`config.mk`:
```
export PLATFORM = sky130hd
export DESIGN_NAME = rsir_regs
export DESIGN_NICKNAME = d
export VERILOG_FILES = /design/src/rsir_pkg.sv /design/src/rsir_regs.sv
export SDC_FILE = /design/constraint.sdc
export NUM_CORES = 1
export LEC_CHECK = 0
export BUFFER_PORTS_ARGS = -buffer_cell sky130_fd_sc_hd__buf_2
export CAP_MARGIN = 20
export CORE_MARGIN = 5
export CORE_UTILIZATION = 54
export DETAILED_ROUTE_END_ITERATION = 8
export GPL_TIMING_DRIVEN = 0
export PLACE_DENSITY = 0.87
export SYNTH_ARGS = -nofsm -noshare
export SYNTH_HDL_FRONTEND = slang
export SYNTH_SLANG_ARGS = --single-unit
```
`constraint.sdc`:
```
create_clock -name clk -period 4.3 [get_ports clk]
set_clock_uncertainty 0.15 [all_clocks]
set_input_delay 0.86 -clock clk [delete_from_list [all_inputs] [get_ports clk]]
set_output_delay 0.86 -clock clk [all_outputs]
set_load 0.02 [all_outputs]
```
`src/rsir_pkg.sv`:
```
/*
  Package for the reader status and interrupt register bank.
  Holds register offsets, field positions, reset values and the
  transceiver state encoding. Assumes nothing of its surroundings.
*/
package rsir_pkg;

  // Register offsets, word addresses on the 32-bit slave bus.
  localparam logic [7:0] ADDR_MODEM_STATUS = 8'h03;
  localparam logic [7:0] ADDR_FIFO_COUNT   = 8'h04;
  localparam logic [7:0] ADDR_AUX_STATUS   = 8'h05;
  localparam logic [7:0] ADDR_IRQ_ENABLE   = 8'h06;
  localparam logic [7:0] ADDR_IRQ_REQUEST  = 8'h07;
  localparam logic [7:0] ADDR_CONTROL      = 8'h09;
  localparam logic [7:0] ADDR_ERROR        = 8'h0A;
  localparam logic [7:0] ADDR_THRESHOLD    = 8'h0B;

  // Reset values.
  localparam logic [7:0] RST_AUX_STATUS = 8'h60;
  localparam logic [7:0] RST_ERROR      = 8'h40;
  localparam logic [5:0] RST_THRESHOLD  = 6'h08;

  // Queue capacity in bytes.
  localparam logic [6:0] FIFO_CAPACITY = 7'h40;

  // Shared bit positions.
  localparam int BIT_SET_OR_CLEAR = 7;
  localparam int BIT_IRQ_SUMMARY  = 3;
  localparam int BIT_ERR_SUMMARY  = 2;

  // Request and enable bit positions.
  localparam int IRQ_TIMER = 5;
  localparam int IRQ_SEND  = 4;
  localparam int IRQ_RECV  = 3;
  localparam int IRQ_HALT  = 2;
  localparam int IRQ_NFULL = 1;
  localparam int IRQ_NEMPT = 0;

  // Control bit positions.
  localparam int CTL_STANDBY = 5;
  localparam int CTL_SLEEP   = 4;
  localparam int CTL_CIPHER  = 3;
  localparam int CTL_THALT   = 2;
  localparam int CTL_TGO     = 1;
  localparam int CTL_QCLEAR  = 0;

  // Error bit positions.
  localparam int ERR_KEY    = 6;
  localparam int ERR_RIGHTS = 5;
  localparam int ERR_OVFL   = 4;
  localparam int ERR_CSUM   = 3;
  localparam int ERR_FRAME  = 2;
  localparam int ERR_PARITY = 1;
  localparam int ERR_COLL   = 0;

  // Transceiver state codes.
  localparam logic [2:0] TS_IDLE      = 3'h0;
  localparam logic [2:0] TS_SEND_SOF  = 3'h1;
  localparam logic [2:0] TS_SEND_DATA = 3'h2;
  localparam logic [2:0] TS_SEND_EOF  = 3'h3;
  localparam logic [2:0] TS_RX_ENTRY  = 3'h4;
  localparam logic [2:0] TS_RX_WAIT   = 3'h5;
  localparam logic [2:0] TS_RX_LISTEN = 3'h6;
  localparam logic [2:0] TS_RX_DATA   = 3'h7;

  // Phases reported by the transmitter and receiver engines.
  typedef enum logic [2:0] {
    PH_IDLE, PH_SEND_SOF, PH_SEND_DATA, PH_SEND_EOF,
    PH_RX_ENTRY_A, PH_RX_ENTRY_B, PH_RX_WAIT, PH_RX_LISTEN
  } rsir_phase_t;

endpackage : rsir_pkg

```
`src/rsir_regs.sv`:
```
/*
  Command and status register bank of the contactless reader core.
  Assumes an Avalon-MM master with waitrequest, and engine logic that
  reports phases, events and strobes synchronous to clk.
*/
// Decided for this implementation: the Avalon-MM interface to the registers.
`timescale 1ns/1ns

// Overview of operation
// - Transceiver state reads 1, 2, 3 while sending start, payload, end.
// - Reads 4 in receiver entry steps, 5 waiting, 6 listening, 7 receiving.
// - Reads 0 when neither transmitter nor receiver is busy.
// - Status bit 3 is set when any enabled request flag is set.
// - Status bit 2 is set when any error flag is set.
// - Near-full bit is set when 64 minus count is at most threshold.
// - Near-empty bit is set when count is at most threshold.
// - Byte count rises on a lone queue write below 64 and falls on a lone read above 0.
// - Aux bit 7 shows the timer running.
// - Aux bits 6 and 5 show memory programming and checksum finished.
// - Three-bit field gives valid bits of last byte, zero meaning all.
// - Bit 7 of enable and request writes selects set or clear of marks.
// - Enable bits 5 to 0 pass the matching requests to the pin.
// - Timer flag sets when the timer counts down to zero.
// - Send flag sets when sending, programming or checksum work ends.
// - Halt flag sets on termination or unknown command, not host idle.
// - Alert flags latch events and clear only through masked clear write.
// - Control bit 5 is standby, bit 4 deep sleep with clock stopped.
// - Cipher bit set only by finished second authentication step.
// - Control bits 2, 1, 0 are timer halt, go and queue clear strobes.
// - Key and rights errors set on fault, clear when their command starts.
// - Overflow error sets on a write into a full queue.
// - Checksum and frame errors set on fault, clear in receive wait.
// - Parity and collision errors set on fault, clear in receive wait.
module rsir_regs (
  // Clock and reset.
  input  wire logic        clk,
  input  wire logic        reset,
  // Avalon-MM slave.
  input  wire logic [7:0]  address,
  input  wire logic        read,
  input  wire logic        write,
  input  wire logic [31:0] writedata,
  input  wire logic [3:0]  byteenable,
  output logic      [31:0] readdata,
  output logic             waitrequest,
  // Engine phase and status.
  input  wire rsir_pkg::rsir_phase_t engine_phase,
  input  wire logic        receiving,
  input  wire logic        timer_active,
  input  wire logic        nvm_program_done,
  input  wire logic        checksum_done,
  input  wire logic [2:0]  final_byte_valid_bits,
  input  wire logic        rx_checksum_enable,
  // Queue traffic.
  input  wire logic        queue_push,
  input  wire logic        queue_pop,
  // Engine events, one-cycle pulses.
  input  wire logic        timer_reached_zero,
  input  wire logic        send_finished,
  input  wire logic        receive_finished,
  input  wire logic        command_halted,
  input  wire logic        auth_step_two_ok,
  input  wire logic        cipher_off,
  input  wire logic        key_load_start,
  input  wire logic        key_format_fault,
  input  wire logic        nvm_cmd_start,
  input  wire logic        nvm_rights_fault,
  input  wire logic        checksum_fault,
  input  wire logic        frame_start_fault,
  input  wire logic        parity_fault,
  input  wire logic        collision_fault,
  // Outputs to the rest of the device.
  output logic             irq,
  output logic             standby,
  output logic             deep_sleep,
  output logic             cipher_active,
  output logic             timer_halt_strobe,
  output logic             timer_go_strobe,
  output logic             queue_clear_strobe,
  output logic      [6:0]  fifo_byte_count,
  output logic      [5:0]  fifo_alert_threshold
);

  // Complete register state of the block.
  typedef struct packed {
    logic [31:0] rdata;
    logic        ack;
    logic [5:0]  en;
    logic [5:0]  req;
    logic        stby;
    logic        sleep;
    logic        cipher;
    logic        thalt;
    logic        tgo;
    logic        qclr;
    logic [6:0]  count;
    logic [6:0]  err;
    logic [5:0]  thresh;
  } rsir_state_t;

  rsir_state_t st;
  rsir_state_t next_st;

  logic [2:0] ts;
  logic       near_full;
  logic       near_empty;
  logic       irq_any;
  logic       err_any;
  logic       wr_hit;
  logic       rd_hit;
  logic [7:0] wb;
  logic [6:0] push_room;

  // Transceiver state code from the engine phase.
  always_comb begin
    case (engine_phase)
      rsir_pkg::PH_IDLE:       ts = receiving ? rsir_pkg::TS_RX_DATA
                                              : rsir_pkg::TS_IDLE;
      rsir_pkg::PH_SEND_SOF:   ts = rsir_pkg::TS_SEND_SOF;
      rsir_pkg::PH_SEND_DATA:  ts = rsir_pkg::TS_SEND_DATA;
      rsir_pkg::PH_SEND_EOF:   ts = rsir_pkg::TS_SEND_EOF;
      rsir_pkg::PH_RX_ENTRY_A: ts = rsir_pkg::TS_RX_ENTRY;
      rsir_pkg::PH_RX_ENTRY_B: ts = rsir_pkg::TS_RX_ENTRY;
      rsir_pkg::PH_RX_WAIT:    ts = rsir_pkg::TS_RX_WAIT;
      rsir_pkg::PH_RX_LISTEN:  ts = receiving ? rsir_pkg::TS_RX_DATA
                                              : rsir_pkg::TS_RX_LISTEN;
      default:                 ts = rsir_pkg::TS_IDLE;
    endcase
  end

  // Summary and alert levels seen in the status register.
  assign near_full  = (7'(rsir_pkg::FIFO_CAPACITY - st.count)
                       <= {1'b0, st.thresh});
  assign near_empty = (st.count <= {1'b0, st.thresh});
  assign irq_any    = |(st.req & st.en);
  assign err_any    = |st.err;
  assign push_room  = rsir_pkg::FIFO_CAPACITY;

  // Bus decode: one cycle of wait, then the answer on the second edge.
  assign wr_hit = write && !st.ack && byteenable[0];
  assign rd_hit = read && !st.ack;
  assign wb     = writedata[7:0];
  assign waitrequest = (read || write) && !st.ack;

  // Next state of every register.
  always_comb begin
    next_st       = st;
    next_st.ack   = (read || write) && !st.ack;
    next_st.thalt = 1'b0;
    next_st.tgo   = 1'b0;
    next_st.qclr  = 1'b0;

    // Read data captured while the request waits.
    if (rd_hit) begin
      case (address)
        rsir_pkg::ADDR_MODEM_STATUS: next_st.rdata = {24'h000000, 1'b0, ts,
          irq_any, err_any, near_full, near_empty};
        rsir_pkg::ADDR_FIFO_COUNT: next_st.rdata = {25'h0, st.count};
        rsir_pkg::ADDR_AUX_STATUS: next_st.rdata = {24'h000000,
          timer_active, nvm_program_done, checksum_done, 2'b00,
          final_byte_valid_bits};
        rsir_pkg::ADDR_IRQ_ENABLE:  next_st.rdata = {26'h0, st.en};
        rsir_pkg::ADDR_IRQ_REQUEST: next_st.rdata = {26'h0, st.req};
        rsir_pkg::ADDR_CONTROL: next_st.rdata = {26'h0, st.stby,
          st.sleep, st.cipher, 3'b000};
        rsir_pkg::ADDR_ERROR:     next_st.rdata = {25'h0, st.err};
        rsir_pkg::ADDR_THRESHOLD: next_st.rdata = {26'h0, st.thresh};
        default:                  next_st.rdata = 32'h00000000;
      endcase
    end

    // Byte count follows queue traffic; a push when full is refused.
    if (queue_push && !queue_pop && st.count != push_room)
      next_st.count = 7'(st.count + 7'h01);
    else if (queue_pop && !queue_push && st.count != 7'h00)
      next_st.count = 7'(st.count - 7'h01);

    // Automatic clears come before the error events so that a fault wins.
    if (engine_phase == rsir_pkg::PH_RX_WAIT) begin
      next_st.err[rsir_pkg::ERR_CSUM]   = 1'b0;
      next_st.err[rsir_pkg::ERR_FRAME]  = 1'b0;
      next_st.err[rsir_pkg::ERR_PARITY] = 1'b0;
      next_st.err[rsir_pkg::ERR_COLL]   = 1'b0;
    end
    if (key_load_start)
      next_st.err[rsir_pkg::ERR_KEY] = 1'b0;
    if (nvm_cmd_start)
      next_st.err[rsir_pkg::ERR_RIGHTS] = 1'b0;

    // Software writes.
    if (wr_hit) begin
      case (address)
        rsir_pkg::ADDR_IRQ_ENABLE:
          if (wb[rsir_pkg::BIT_SET_OR_CLEAR])
            next_st.en = st.en | wb[5:0];
          else
            next_st.en = st.en & ~wb[5:0];
        rsir_pkg::ADDR_IRQ_REQUEST:
          if (wb[rsir_pkg::BIT_SET_OR_CLEAR])
            next_st.req = st.req | wb[5:0];
          else
            next_st.req = st.req & ~wb[5:0];
        rsir_pkg::ADDR_CONTROL: begin
          next_st.stby  = wb[rsir_pkg::CTL_STANDBY];
          next_st.sleep = wb[rsir_pkg::CTL_SLEEP];
          if (!wb[rsir_pkg::CTL_CIPHER])
            next_st.cipher = 1'b0;
          next_st.thalt = wb[rsir_pkg::CTL_THALT];
          next_st.tgo   = wb[rsir_pkg::CTL_TGO];
          next_st.qclr  = wb[rsir_pkg::CTL_QCLEAR];
          if (wb[rsir_pkg::CTL_QCLEAR]) begin
            next_st.count = 7'h00;
            next_st.err[rsir_pkg::ERR_OVFL] = 1'b0;
          end
        end
        rsir_pkg::ADDR_THRESHOLD: next_st.thresh = wb[5:0];
        default: ;
      endcase
    end

    // Cipher follows the engine; only the second authentication sets it.
    if (cipher_off)
      next_st.cipher = 1'b0;
    if (auth_step_two_ok)
      next_st.cipher = 1'b1;

    // Hardware events set flags after any clear, so a set wins.
    if (timer_reached_zero)
      next_st.req[rsir_pkg::IRQ_TIMER] = 1'b1;
    if (send_finished)
      next_st.req[rsir_pkg::IRQ_SEND] = 1'b1;
    if (receive_finished)
      next_st.req[rsir_pkg::IRQ_RECV] = 1'b1;
    if (command_halted)
      next_st.req[rsir_pkg::IRQ_HALT] = 1'b1;
    if (near_full)
      next_st.req[rsir_pkg::IRQ_NFULL] = 1'b1;
    if (near_empty)
      next_st.req[rsir_pkg::IRQ_NEMPT] = 1'b1;
    if (key_format_fault)
      next_st.err[rsir_pkg::ERR_KEY] = 1'b1;
    if (nvm_rights_fault)
      next_st.err[rsir_pkg::ERR_RIGHTS] = 1'b1;
    if (checksum_fault && rx_checksum_enable)
      next_st.err[rsir_pkg::ERR_CSUM] = 1'b1;
    if (frame_start_fault)
      next_st.err[rsir_pkg::ERR_FRAME] = 1'b1;
    if (parity_fault)
      next_st.err[rsir_pkg::ERR_PARITY] = 1'b1;
    if (collision_fault)
      next_st.err[rsir_pkg::ERR_COLL] = 1'b1;
    // Overflow is set after the flush clear, so a push into a full queue wins.
    if (queue_push && !queue_pop && st.count == push_room)
      next_st.err[rsir_pkg::ERR_OVFL] = 1'b1;
  end

  // State register.
  always_ff @(posedge clk or posedge reset) begin
    if (reset) begin
      st        <= '0;
      st.err    <= rsir_pkg::RST_ERROR[6:0];
      st.thresh <= rsir_pkg::RST_THRESHOLD;
    end else begin
      st <= next_st;
    end
  end

  // Outputs from the registered state.
  assign readdata             = st.rdata;
  assign irq                  = irq_any;
  assign standby              = st.stby;
  assign deep_sleep           = st.sleep;
  assign cipher_active        = st.cipher;
  assign timer_halt_strobe    = st.thalt;
  assign timer_go_strobe      = st.tgo;
  assign queue_clear_strobe   = st.qclr;
  assign fifo_byte_count      = st.count;
  assign fifo_alert_threshold = st.thresh;

endmodule : rsir_regs

```
==> run metrics, run 1 <==
worst path arrival time around 3 ns; final slew viol count 0; Slew HR approximately 26%; CP peak stage delay between 0.8 and 0.9 ns; Avg Inst Size Synth ~9.1 sq um; Slew @ Worst Pin between 1 and 1.5 ns; H-tree levels 2; Resized Gates After CTS 0; Layout Nets approximately 560; period utilization a little over two thirds; Final Hold Viols 0; Worst-Skew Late Latency about 0.30 ns; RSZ-0062 raised after global routing false; ratio of cells with drive above 1 in the final layout 32.2%; die height between 80 and 90 um; Comb pwr share between 40% and 50%; Crit Path Class in -> reg; switching share of power approximately 41%; Slowest-stage cell, CP nor3_1; outcome complete, no violations; fmax approximately 330 MHz; Largest delay share family, worst path simple AND/OR/NAND/NOR gates; total track usage between 20% and 30%; area of the core 5990 sq um; ant diodes 0; Psw approximately 590 uW; YS warnings 0; share of the synthesized area in the top cell type around 34%; Bufs and invs on worst path 2; # rows 28; Post-CTS Setup Bufs 0; global-route wire length before repair 14.9 mm; DIE AREA between 7000 and 8000 sq um; Initial Util a little under three fifths; dpl hpwl 7.69 mm; Detailed Route WL between 9 and 10 mm; flops & latches, synth 47; Synth Cell Area between 3000 and 4000 sq um; hold buffers post-CTS 0; initial antenna violation count 0; Cell Count, Final, Fillers Out 550; Sink Count between 40 and 50; routed len/inst ~17 um; Hold Slack roughly 0.29 ns; final total power 1450 uW; crit path launch type input port; CTS root buffer clkbuf_8; synth unique cells 57; # Max-Cap Violations 0; Power Dens Cells about 360 nW/um^2; worst vdd ir roughly 0.24 mV; dominant cells by area after synthesis dfrtp_1, buf_4, ha_1; Ports between 100 and 150; clock buffer depth 2; setup_tns 0 ns; CTS tree done; clock network power share 18.9%; top_reg_cell synth dfrtp_1; RD Place Congestion between 0.9 and 1; Post-synth EDFFs 0; Clk pin slew, worst setup/hold paths roughly 0.10 ns; Int Power 858 uW; vias between 3,000 and 4,000; HP Class in -> async; DRT iter0 DRCs 242; Area Overhead vs Synth 19.6%; DR vias/cell 5.73; CP Cell Sequence buf_2 > clkbuf_1 > nor2b_1 > nand2_1 > nor3_1 > o32ai_1; grt ovf 0; Async SR Flop Fraction 100%; PortBufs between 70 and 80; count of final setup violators 0; final core utilization approximately two thirds; placed cells around 540; Yosys top cell by area dfrtp_1; Post-DRT Antenna Nets 0; required time of the critical path about 4.3 ns; final worst path period need roughly 3 ns; Seq pwr share approximately 37%; Synth Instances roughly 370; crit end category flip-flop; post-synthesis sequential area ratio about a third; total CTS buffers 5; drc violations 0; largest net degree at the start of global routing between 40 and 50; Max FO, Critical Path 10; reg2reg setup slack between 1 and 1.5 ns; static leakage approximately 0.002 uW; First-pass DRT Iterations 5; vias in the first global route 2,978; Die Wd just under 90 um
-- per-layer routing --
layer	track usage, %	vias to the layer above	share of wire (%)	wire length [um]
li1	-	1477	-	-
met1	34.1	1477	40	3870
met2	38.7	172	48	4560
met3	2.79	25	9.0	858
met4	9.89	0	3.0	285
met5	0	-	0	0
-- placed cells by master (no fill, tap or decap), types with 3 or more instances in the layout --
master    netlist  routed
nand3b_1        3       3
a21o_1         11      11
xnor2_1         4       4
nor2b_1         8       8
buf_2           0      74
nor4_1          4       4
a32oi_1         3       3
a21boi_0        3       3
nand2_1        37      37
dfrtp_1        45      45
nand4_1         3       3
xor2_1          4       4
o21ai_0        17      17
a22oi_1         7       7
a311oi_1        5       5
nand3_1        13      13
clkbuf_1       12      12
nor2_1         14      14
and2_1          5       5
nor3_1         10      10
nand2b_1        8       8
inv_1          15      14
mux2i_1         5       5
conb_1          1      24
mux2_2         11      11
ha_1           13      13
clkbuf_8        0       5
buf_4          45      45
a311o_1         5       5
a21oi_1        14      14
-- cells by family after synthesis --
logic type,Yosys count,synth area share (%)
compound gates,92,19.7
xor+xnor,8,2.09
fa+ha+maj,13,4.85
buf+inv,75,13.9
flops,47,35.1
mux,17,5.85
other cells,1,0.112
simple gates,116,18.4
-- area by class of cell --
cell class | instances | area [sq um]
inverter | 15 | 56.3
clock inverter | 3 | 20.0
clock buffer | 5 | 68.8
tap | 75 | 93.8
fill | 528 | 1970
multi-input combinational | 270 | 1800
sequential | 47 | 1180
buffer | 60 | 409
timing repair buffer | 75 | 390
-- worst paths after layout --
kind,start,to,cells past startpoint
max,address[0],st[10],6
min,reset,fifo_byte_count[3],2
max reg2reg,fifo_byte_count[0],readdata[1],10
min reg2reg,st[38],st[38],1
max in group asynchronous,reset,fifo_alert_threshold[3],3
min in group clk,st[38],st[38],1
-- metrics by stage --
step | worst slack, ns | area, sq um
after floorplan | 1.69 | 3440
after global placement | 1.05 | 3910
after detailed placement | 1.09 | 3930
after CTS | 1.39 | 4020
after global routing | 1.13 | 4020
final | 1.30 | 4020
-- synth_stat cells, drive strengths merged (6+ instances only) --
| cell type | count |
|---|---|
| inv | 15 |
| nor3 | 10 |
| nand3 | 13 |
| ha | 13 |
| clkbuf | 12 |
| a311o | 6 |
| nor2 | 14 |
| nand2 | 37 |
| nand2b | 8 |
| a21oi | 14 |
| dfrtp | 45 |
| nor4 | 6 |
| o21ai | 17 |
| a22oi | 7 |
| nor2b | 8 |
| mux2 | 11 |
| a21o | 11 |
| buf | 48 |
-- power by group through the flow --
stage          clock [uW]  sequential, uW  combinational (uW)
2_1_floorplan           0             521                 465
6_report              274             530                 646
5_1_grt               291             537                 706
3_3_place_gp            0             537                 600
4_1_cts               277             529                 634
3_5_place_dp            0             537                 631
(Power assumes the default switching activity.)
==> run 2: changes to the inputs <==
--- a/config.mk
+++ b/config.mk
@@ -8,10 +8,10 @@
 export BUFFER_PORTS_ARGS = -buffer_cell sky130_fd_sc_hd__buf_2
 export CAP_MARGIN = 20
 export CORE_MARGIN = 5
-export CORE_UTILIZATION = 54
+export CORE_UTILIZATION = 50
 export DETAILED_ROUTE_END_ITERATION = 8
 export GPL_TIMING_DRIVEN = 0
-export PLACE_DENSITY = 0.87
+export PLACE_DENSITY = 0.81
 export SYNTH_ARGS = -nofsm -noshare
 export SYNTH_HDL_FRONTEND = slang
 export SYNTH_SLANG_ARGS = --single-unit
==> constraint.sdc (replaced) <==
create_clock -name clk -period 3.1 [get_ports clk]
set_clock_uncertainty 0.15 [all_clocks]
set_input_delay 0.62 -clock clk [delete_from_list [all_inputs] [get_ports clk]]
set_output_delay 0.62 -clock clk [all_outputs]
set_load 0.02 [all_outputs]
==> run 2 against run 1 <==
Register-to-register slack worse by 0.96 ns. Flip-flop and latch count did not move. Highest routed layer unchanged. Sequential power is 39% higher. Non-clock buffer count unchanged. Largest power group unchanged. Core utilization decreased by 4.7 points.
==> run metrics, run 2 (same netlist as run 1, synthesis figures left out) <==
outcome complete, no violations (unchanged); RD Place Congestion 0.909 (was 0.941); static leakage 0.00197 uW (was 0.00196 uW); Post-DRT Antenna Nets 0 (unchanged); CP Cell Sequence buf_2 > nor4_4 > nand2_1 > nor3_1 > o32ai_1 (was buf_2 > clkbuf_1 > nor2b_1 > nand2_1 > nor3_1 > o32ai_1); grt ovf 0 (unchanged); Slowest-stage cell, CP nor3_1 (unchanged); Clk pin slew, worst setup/hold paths 0.10 ns (about the same); period utilization 89.4%; Final Hold Viols 0 (unchanged); die height 91.9 um (was 88.8 um); DP Worst Slack 0.0978 ns (was 1.09 ns); DRT iter0 DRCs 309 (was 242); DR vias/cell 5.70 (was 5.73); fmax about 360 MHz; # rows 29 (was 28); most frequent cells in the layout buf_2, dfrtp_1, buf_4, nand2_1, conb_1 (unchanged); final worst path period need between 2 and 3 ns; Largest delay share family, worst path simple AND/OR/NAND/NOR gates (unchanged); Final WS setup 0.328 ns (was 1.30 ns); CTS root buffer clkbuf_8 (unchanged); Ports 128 (unchanged); most common cell after layout, fill and taps aside buf_2 (unchanged); area of the core 6460 sq um (was 5990 sq um); Resized Gates After CTS 0 (unchanged); Area Overhead vs Synth 19.9% (was 19.6%); Bufs and invs on worst path 1 (was 2); count of final setup violators 0 (unchanged); worst path arrival time 2.75 ns (was 2.98 ns); PortBufs 74 (unchanged); First-pass DRT Iterations 5 (unchanged); Seq pwr share 36.6% (was 36.5%); H-tree levels 2 (unchanged); crit end category flip-flop (unchanged); initial antenna violation count 0 (unchanged); Layout Nets 562 (unchanged); Max FO, Critical Path 10 (unchanged); drc violations 0 (unchanged); worst vdd ir 0.321 mV (was 0.238 mV); largest net degree at the start of global routing 40 (was 42); Initial Util 52.0% (was 56.0%); switching share of power 40.6% (was 40.8%); ratio of cells with drive above 1 in the final layout 32.4% (was 32.2%); crit path launch type input port (unchanged); required time of the critical path 3.08 ns (was 4.27 ns); final slew viol count 0 (unchanged); HP Class in -> async (unchanged); Slew HR 29.4% (was 25.9%); vias 3,145 (was 3,151); setup_tns 0 ns (unchanged); ant diodes 0 (unchanged); Int Power 1200 uW (was 858 uW); Die Wd 91.9 um (was 88.8 um); vias in the first global route 2,988 (was 2,978); DIE AREA 8450 sq um (was 7890 sq um); Slew @ Worst Pin 1.05 ns (was 1.10 ns); total track usage 22.2% (was 24.5%); Power Dens Cells 500 nW/um^2 (was 361 nW/um^2); RSZ-0062 raised after global routing false (unchanged); total CTS buffers 5 (unchanged); Fillers 585 (was 528); Sink Count 47 (unchanged); Comb pwr share 43.7% (was 44.6%); routed len/inst 17.1 um (was 17.4 um); # Max-Cap Violations 0 (unchanged); Worst-Skew Late Latency 0.31 ns (was 0.30 ns); clock buffer depth 2 (unchanged); dpl hpwl 7.60 mm (was 7.69 mm); Post-CTS Setup Bufs 0 (unchanged); global-route wire length before repair 15.1 mm (was 14.9 mm); CP peak stage delay 0.91 ns (was 0.85 ns); Psw 817 uW (was 592 uW); clock network power share 19.6% (was 18.9%); hold buffers post-CTS 0 (unchanged); CTS tree done (unchanged); Crit Path Class in -> reg (unchanged); final core utilization 62.3% (was 67.0%); Detailed Route WL 9.43 mm (was 9.57 mm)
[run 2: final timing paths]
kind / start / to / slack [ns] / cells past startpoint
min in group clk: st[38] / st[38] / 0.33 / 1
worst min register to register: st[38] / st[38] / 0.33 / 1
worst min-delay path: reset / fifo_byte_count[2] / 0.07 / 2
max in group asynchronous: reset / st[12] / 2.17 / 3
worst max register to register: fifo_byte_count[1] / readdata[1] / 0.40 / 10
worst max-delay path: address[7] / st[10] / 0.33 / 5
[run 2: worst reg2reg max path, delay by kind of cell, from the launching register on]
family	cells	cell delay, ns
simple gates	3	0.61
xor+xnor	1	0.18
compound gates	3	0.49
fa+ha+maj	2	0.52
buf+inv	1	0.17
flops	1	0.54
[run 2: routing by layer]
metal / global-route usage [%] / wire (um) / part of all wire [%] / up-vias
met2: 35.9 / 4520 / 48 / 140
met4: 6.44 / 177 / 1.9 / 0
met5: 0 / 0 / 0 / -
li1: - / - / - / 1479
met3: 3.60 / 670 / 7.1 / 14
met1: 30.8 / 4060 / 43 / 1512
[run 2: area by class of cell]
cell class,instances,area [sq um],area share (%)
clock buffers,5,68.8,1.71
flip-flops and latches,47,1180,29.3
well taps,77,96.3,2.39
clock inverters,3,22.5,0.559
multi-input cells,270,1800,44.8
inverters,15,56.3,1.40
plain buffers,60,409,10.2
repair buffers,75,390,9.70
[run 2: power by group through the flow]
stage          combinational (uW)  clock (uW)  sequential, uW
3_5_place_dp                  863           0             746
4_1_cts                       869         406             734
3_3_place_gp                  829           0             745
5_1_grt                       964         429             744
2_1_floorplan                 645           0             723
6_report                      880         395             737
[run 2: stage by stage]
stage	instances	cell area (sq um)	hold slack, ns	power [uW]
CTS	552	4020	0.0729	2010
global route	552	4030	0.0875	2140
finish	552	4030	0.0730	2010
floorplan	392	3440	0.300	1370
global placement	543	3910	0.279	1570
detailed placement	544	3930	0.324	1610
==> run 3: changes to the inputs <==
--- a/config.mk
+++ b/config.mk
@@ -5,6 +5,7 @@
 export SDC_FILE = /design/constraint.sdc
 export NUM_CORES = 1
 export LEC_CHECK = 0
+export ABC_AREA = 1
 export BUFFER_PORTS_ARGS = -buffer_cell sky130_fd_sc_hd__buf_2
 export CAP_MARGIN = 20
 export CORE_MARGIN = 5
==> run 3 against run 2 <==
Cell count is 20% higher. Synthesized cell count up 28%. Non-clock buffer count fell by 8. First-iteration DRC count is 28% lower. Core utilization shrank 1.4 points. Critical endpoint is now readdata[1].
==> run metrics, run 3 <==
total track usage 20.8% (was 22.2%); DR vias/cell 4.89 (was 5.70); Post-synth EDFFs 0 (unchanged); Slowest-stage cell, CP dfrtp_1 (was nor3_1); # Max-Cap Violations 0 (unchanged); crit end category flip-flop (unchanged); RSZ-0062 raised after global routing false (unchanged); Post-DRT Antenna Nets 0 (unchanged); Final Hold Viols 0 (unchanged); Area Overhead vs Synth 20.0% (was 19.9%); ratio of cells with drive above 1 in the final layout 27.2% (was 32.4%); PortBufs 75 (was 74); final total power 1920 uW (was 2010 uW); hold buffers post-CTS 0 (unchanged); Resized Gates After CTS 0 (unchanged); static leakage 0.00231 uW (was 0.00197 uW); worst path arrival time 2.45 ns (was 2.75 ns); Synth Cell Area 3390 sq um (was 3360 sq um); area of the core 6680 sq um (was 6460 sq um); First-pass DRT Iterations 5 (unchanged); synth unique cells 35 (was 57); largest net degree at the start of global routing 26 (was 40); routed len/inst 13.1 um (was 17.1 um); CTS root buffer clkbuf_8 (unchanged); CP Cell Sequence inv_1 > ha_1 > nand2_1 > xor2_1 > inv_1 > ha_1 > nand2_1 > nand2_1 > a21oi_1 > nand2_1 > nand2_1 > nand3_1 > nand3_1 > nand2_1 > nand2_1 (was buf_2 > nor4_4 > nand2_1 > nor3_1 > o32ai_1); Max FO, Critical Path 6 (was 10); Post-CTS Setup Bufs 0 (unchanged); HP Class in -> async (unchanged); Layout Nets 667 (was 562); crit path launch type flip-flop (was input port); DIE AREA 8540 sq um (was 8450 sq um); vias in the first global route 3,161 (was 2,988); H-tree levels 2 (unchanged); dpl hpwl 7.09 mm (was 7.60 mm); Slew @ Worst Pin 0.558 ns (was 1.05 ns); most frequent cells in the layout nand2_1, buf_2, inv_1, buf_4 (was buf_2, dfrtp_1, buf_4, nand2_1, conb_1); CP peak stage delay 0.46 ns (was 0.91 ns); initial antenna violation count 0 (unchanged); drc violations 0 (unchanged); dominant cell by count in the synthesized netlist nand2_1; Async SR Flop Fraction 100% (unchanged); RD Place Congestion 0.946 (was 0.909); outcome complete, no violations (unchanged); final worst path period need 2.35 ns (was 2.77 ns); r2r endpoint readdata[1] (unchanged); CTS tree done (unchanged); Worst-Skew Late Latency 0.30 ns (was 0.31 ns); Worst R2R Start fifo_byte_count[0] (was fifo_byte_count[1]); required time of the critical path 3.20 ns (was 3.08 ns); Ports 128 (unchanged); grt ovf 0 (unchanged); # rows 30 (was 29); Critical Path Most Common Cell nand2_1; Clk pin slew, worst setup/hold paths 0.09 ns (was 0.10 ns); Synth top cells by count nand2_1, inv_1, buf_4 (was buf_4, dfrtp_1, nand2_1); top_reg_cell synth dfrtp_1 (unchanged); CP Launch Point fifo_byte_count[0] (was address[7]); vias 3,230 (was 3,145); setup_tns 0 ns (unchanged); Initial Util 50.8% (was 52.0%); Crit Path Class reg -> reg (was in -> reg); Synth Instances 473 (was 369); final slew viol count 0 (unchanged); global-route wire length before repair 14.6 mm (was 15.1 mm); most common cell after layout, fill and taps aside nand2_1 (was buf_2); ant diodes 0 (unchanged); flops & latches, synth 47 (unchanged); fmax 425 MHz (was 361 MHz); worst vdd ir 0.314 mV (was 0.321 mV); Avg Inst Size Synth 7.18 sq um (was 9.10 sq um); YS warnings 0 (unchanged); DRT iter0 DRCs 221 (was 309); Die Wd 92.4 um (was 91.9 um); Yosys top cell by area dfrtp_1 (unchanged); Detailed Route WL 8.63 mm (was 9.43 mm); dominant cells by area after synthesis dfrtp_1, nand2_1, buf_4 (was dfrtp_1, buf_4, ha_1); total CTS buffers 5 (unchanged); share of the synthesized area in the top cell type 33.2% (was 33.5%); Slew HR 62.7% (was 29.4%); clock buffer depth 2 (unchanged); Worst R2R Path Depth 15 (was 10); die height 92.4 um (was 91.9 um); Power Dens Cells 472 nW/um^2 (was 500 nW/um^2); period utilization 75.9% (was 89.4%); post-synthesis sequential area ratio 34.7% (was 35.1%); Sink Count 47 (unchanged); reg2reg setup slack 0.75 ns (was 0.40 ns); count of final setup violators 0 (unchanged)
==> run 3: cell types whose count changed after synthesis, moves of 11 or more <==
cell and delta:
nand2_1 +87, mux2_2 -11, clkbuf_1 -12, a21o_1 -11, nand3_1 +32, nor2_1 +22
inv_1 +40, o21ai_1 +16
==> run 3: worst max-delay path: cells and delay by family (launching register included) <==
family,cells,cell delay (ns)
fa+ha+maj,2,0.55
simple gates,9,0.65
compound gates,1,0.12
buf+inv,2,0.22
flops,1,0.46
xor+xnor,1,0.14
==> run 3: how the worst max path moves through the flow <==
stage	end	slack [ns]	cells past startpoint
final	readdata[1]	0.75	15
after global routing	readdata[1]	0.54	15
after CTS	readdata[1]	0.72	15
after detailed placement	readdata[1]	0.74	15
after global placement	fifo_byte_count[5]	0.64	2
after floorplan	readdata[1]	1.05	15
==> run 3: final cells by class <==
cell class              count  area [sq um]
flip-flops and latches     47          1180
clock buffers               6          72.6
multi-input cells         338          1690
well taps                  80           100
fillers                   649          2610
inverters                  60           228
repair buffers             76           403
clock inverters             2          16.3
plain buffers              51           385
==> run 3: per-stage QoR <==
stage	instances	hold slack (ns)	instance area, sq um	utilization, %	worst slack (ns)
after floorplan	496	0.300	3480	-	1.05
after global placement	651	0.301	3960	59.2	0.641
after detailed placement	652	0.308	3980	59.6	0.738
after CTS	660	0.214	4070	61.0	0.716
after global routing	660	0.242	4070	61.0	0.539
final	660	0.194	4070	61.0	0.748
==> run 3: logic make-up (layout without fill, tap and decap cells) <==
| logic type | Yosys count | in the layout | share of synthesized area [%] |
|---|---|---|---|
| buffers and inverters | 111 | 195 | 18.1 |
| other | 1 | 24 | 0.110 |
| AO/OA/AOI/OAI | 65 | 65 | 10.8 |
| XOR/XNOR | 7 | 7 | 1.81 |
| flip-flops | 47 | 47 | 34.7 |
| adder cells (fa/ha/maj) | 13 | 13 | 4.79 |
| AND/OR/NAND/NOR | 229 | 229 | 29.7 |
==> run 3: power breakdown <==
| part | switching (uW) | internal (uW) |
|---|---|---|
| Sequential | 65.5 | 660 |
| Clock | 210 | 162 |
| Combinational | 483 | 340 |
==> run 3: per-layer routing <==
layer,up-vias,share of wire (%),track usage (%)
met5,-,0,0
met4,0,1.1,3.84
met3,13,7.3,3.74
met2,122,48,35.4
met1,1440,44,27.9
li1,1655,-,-
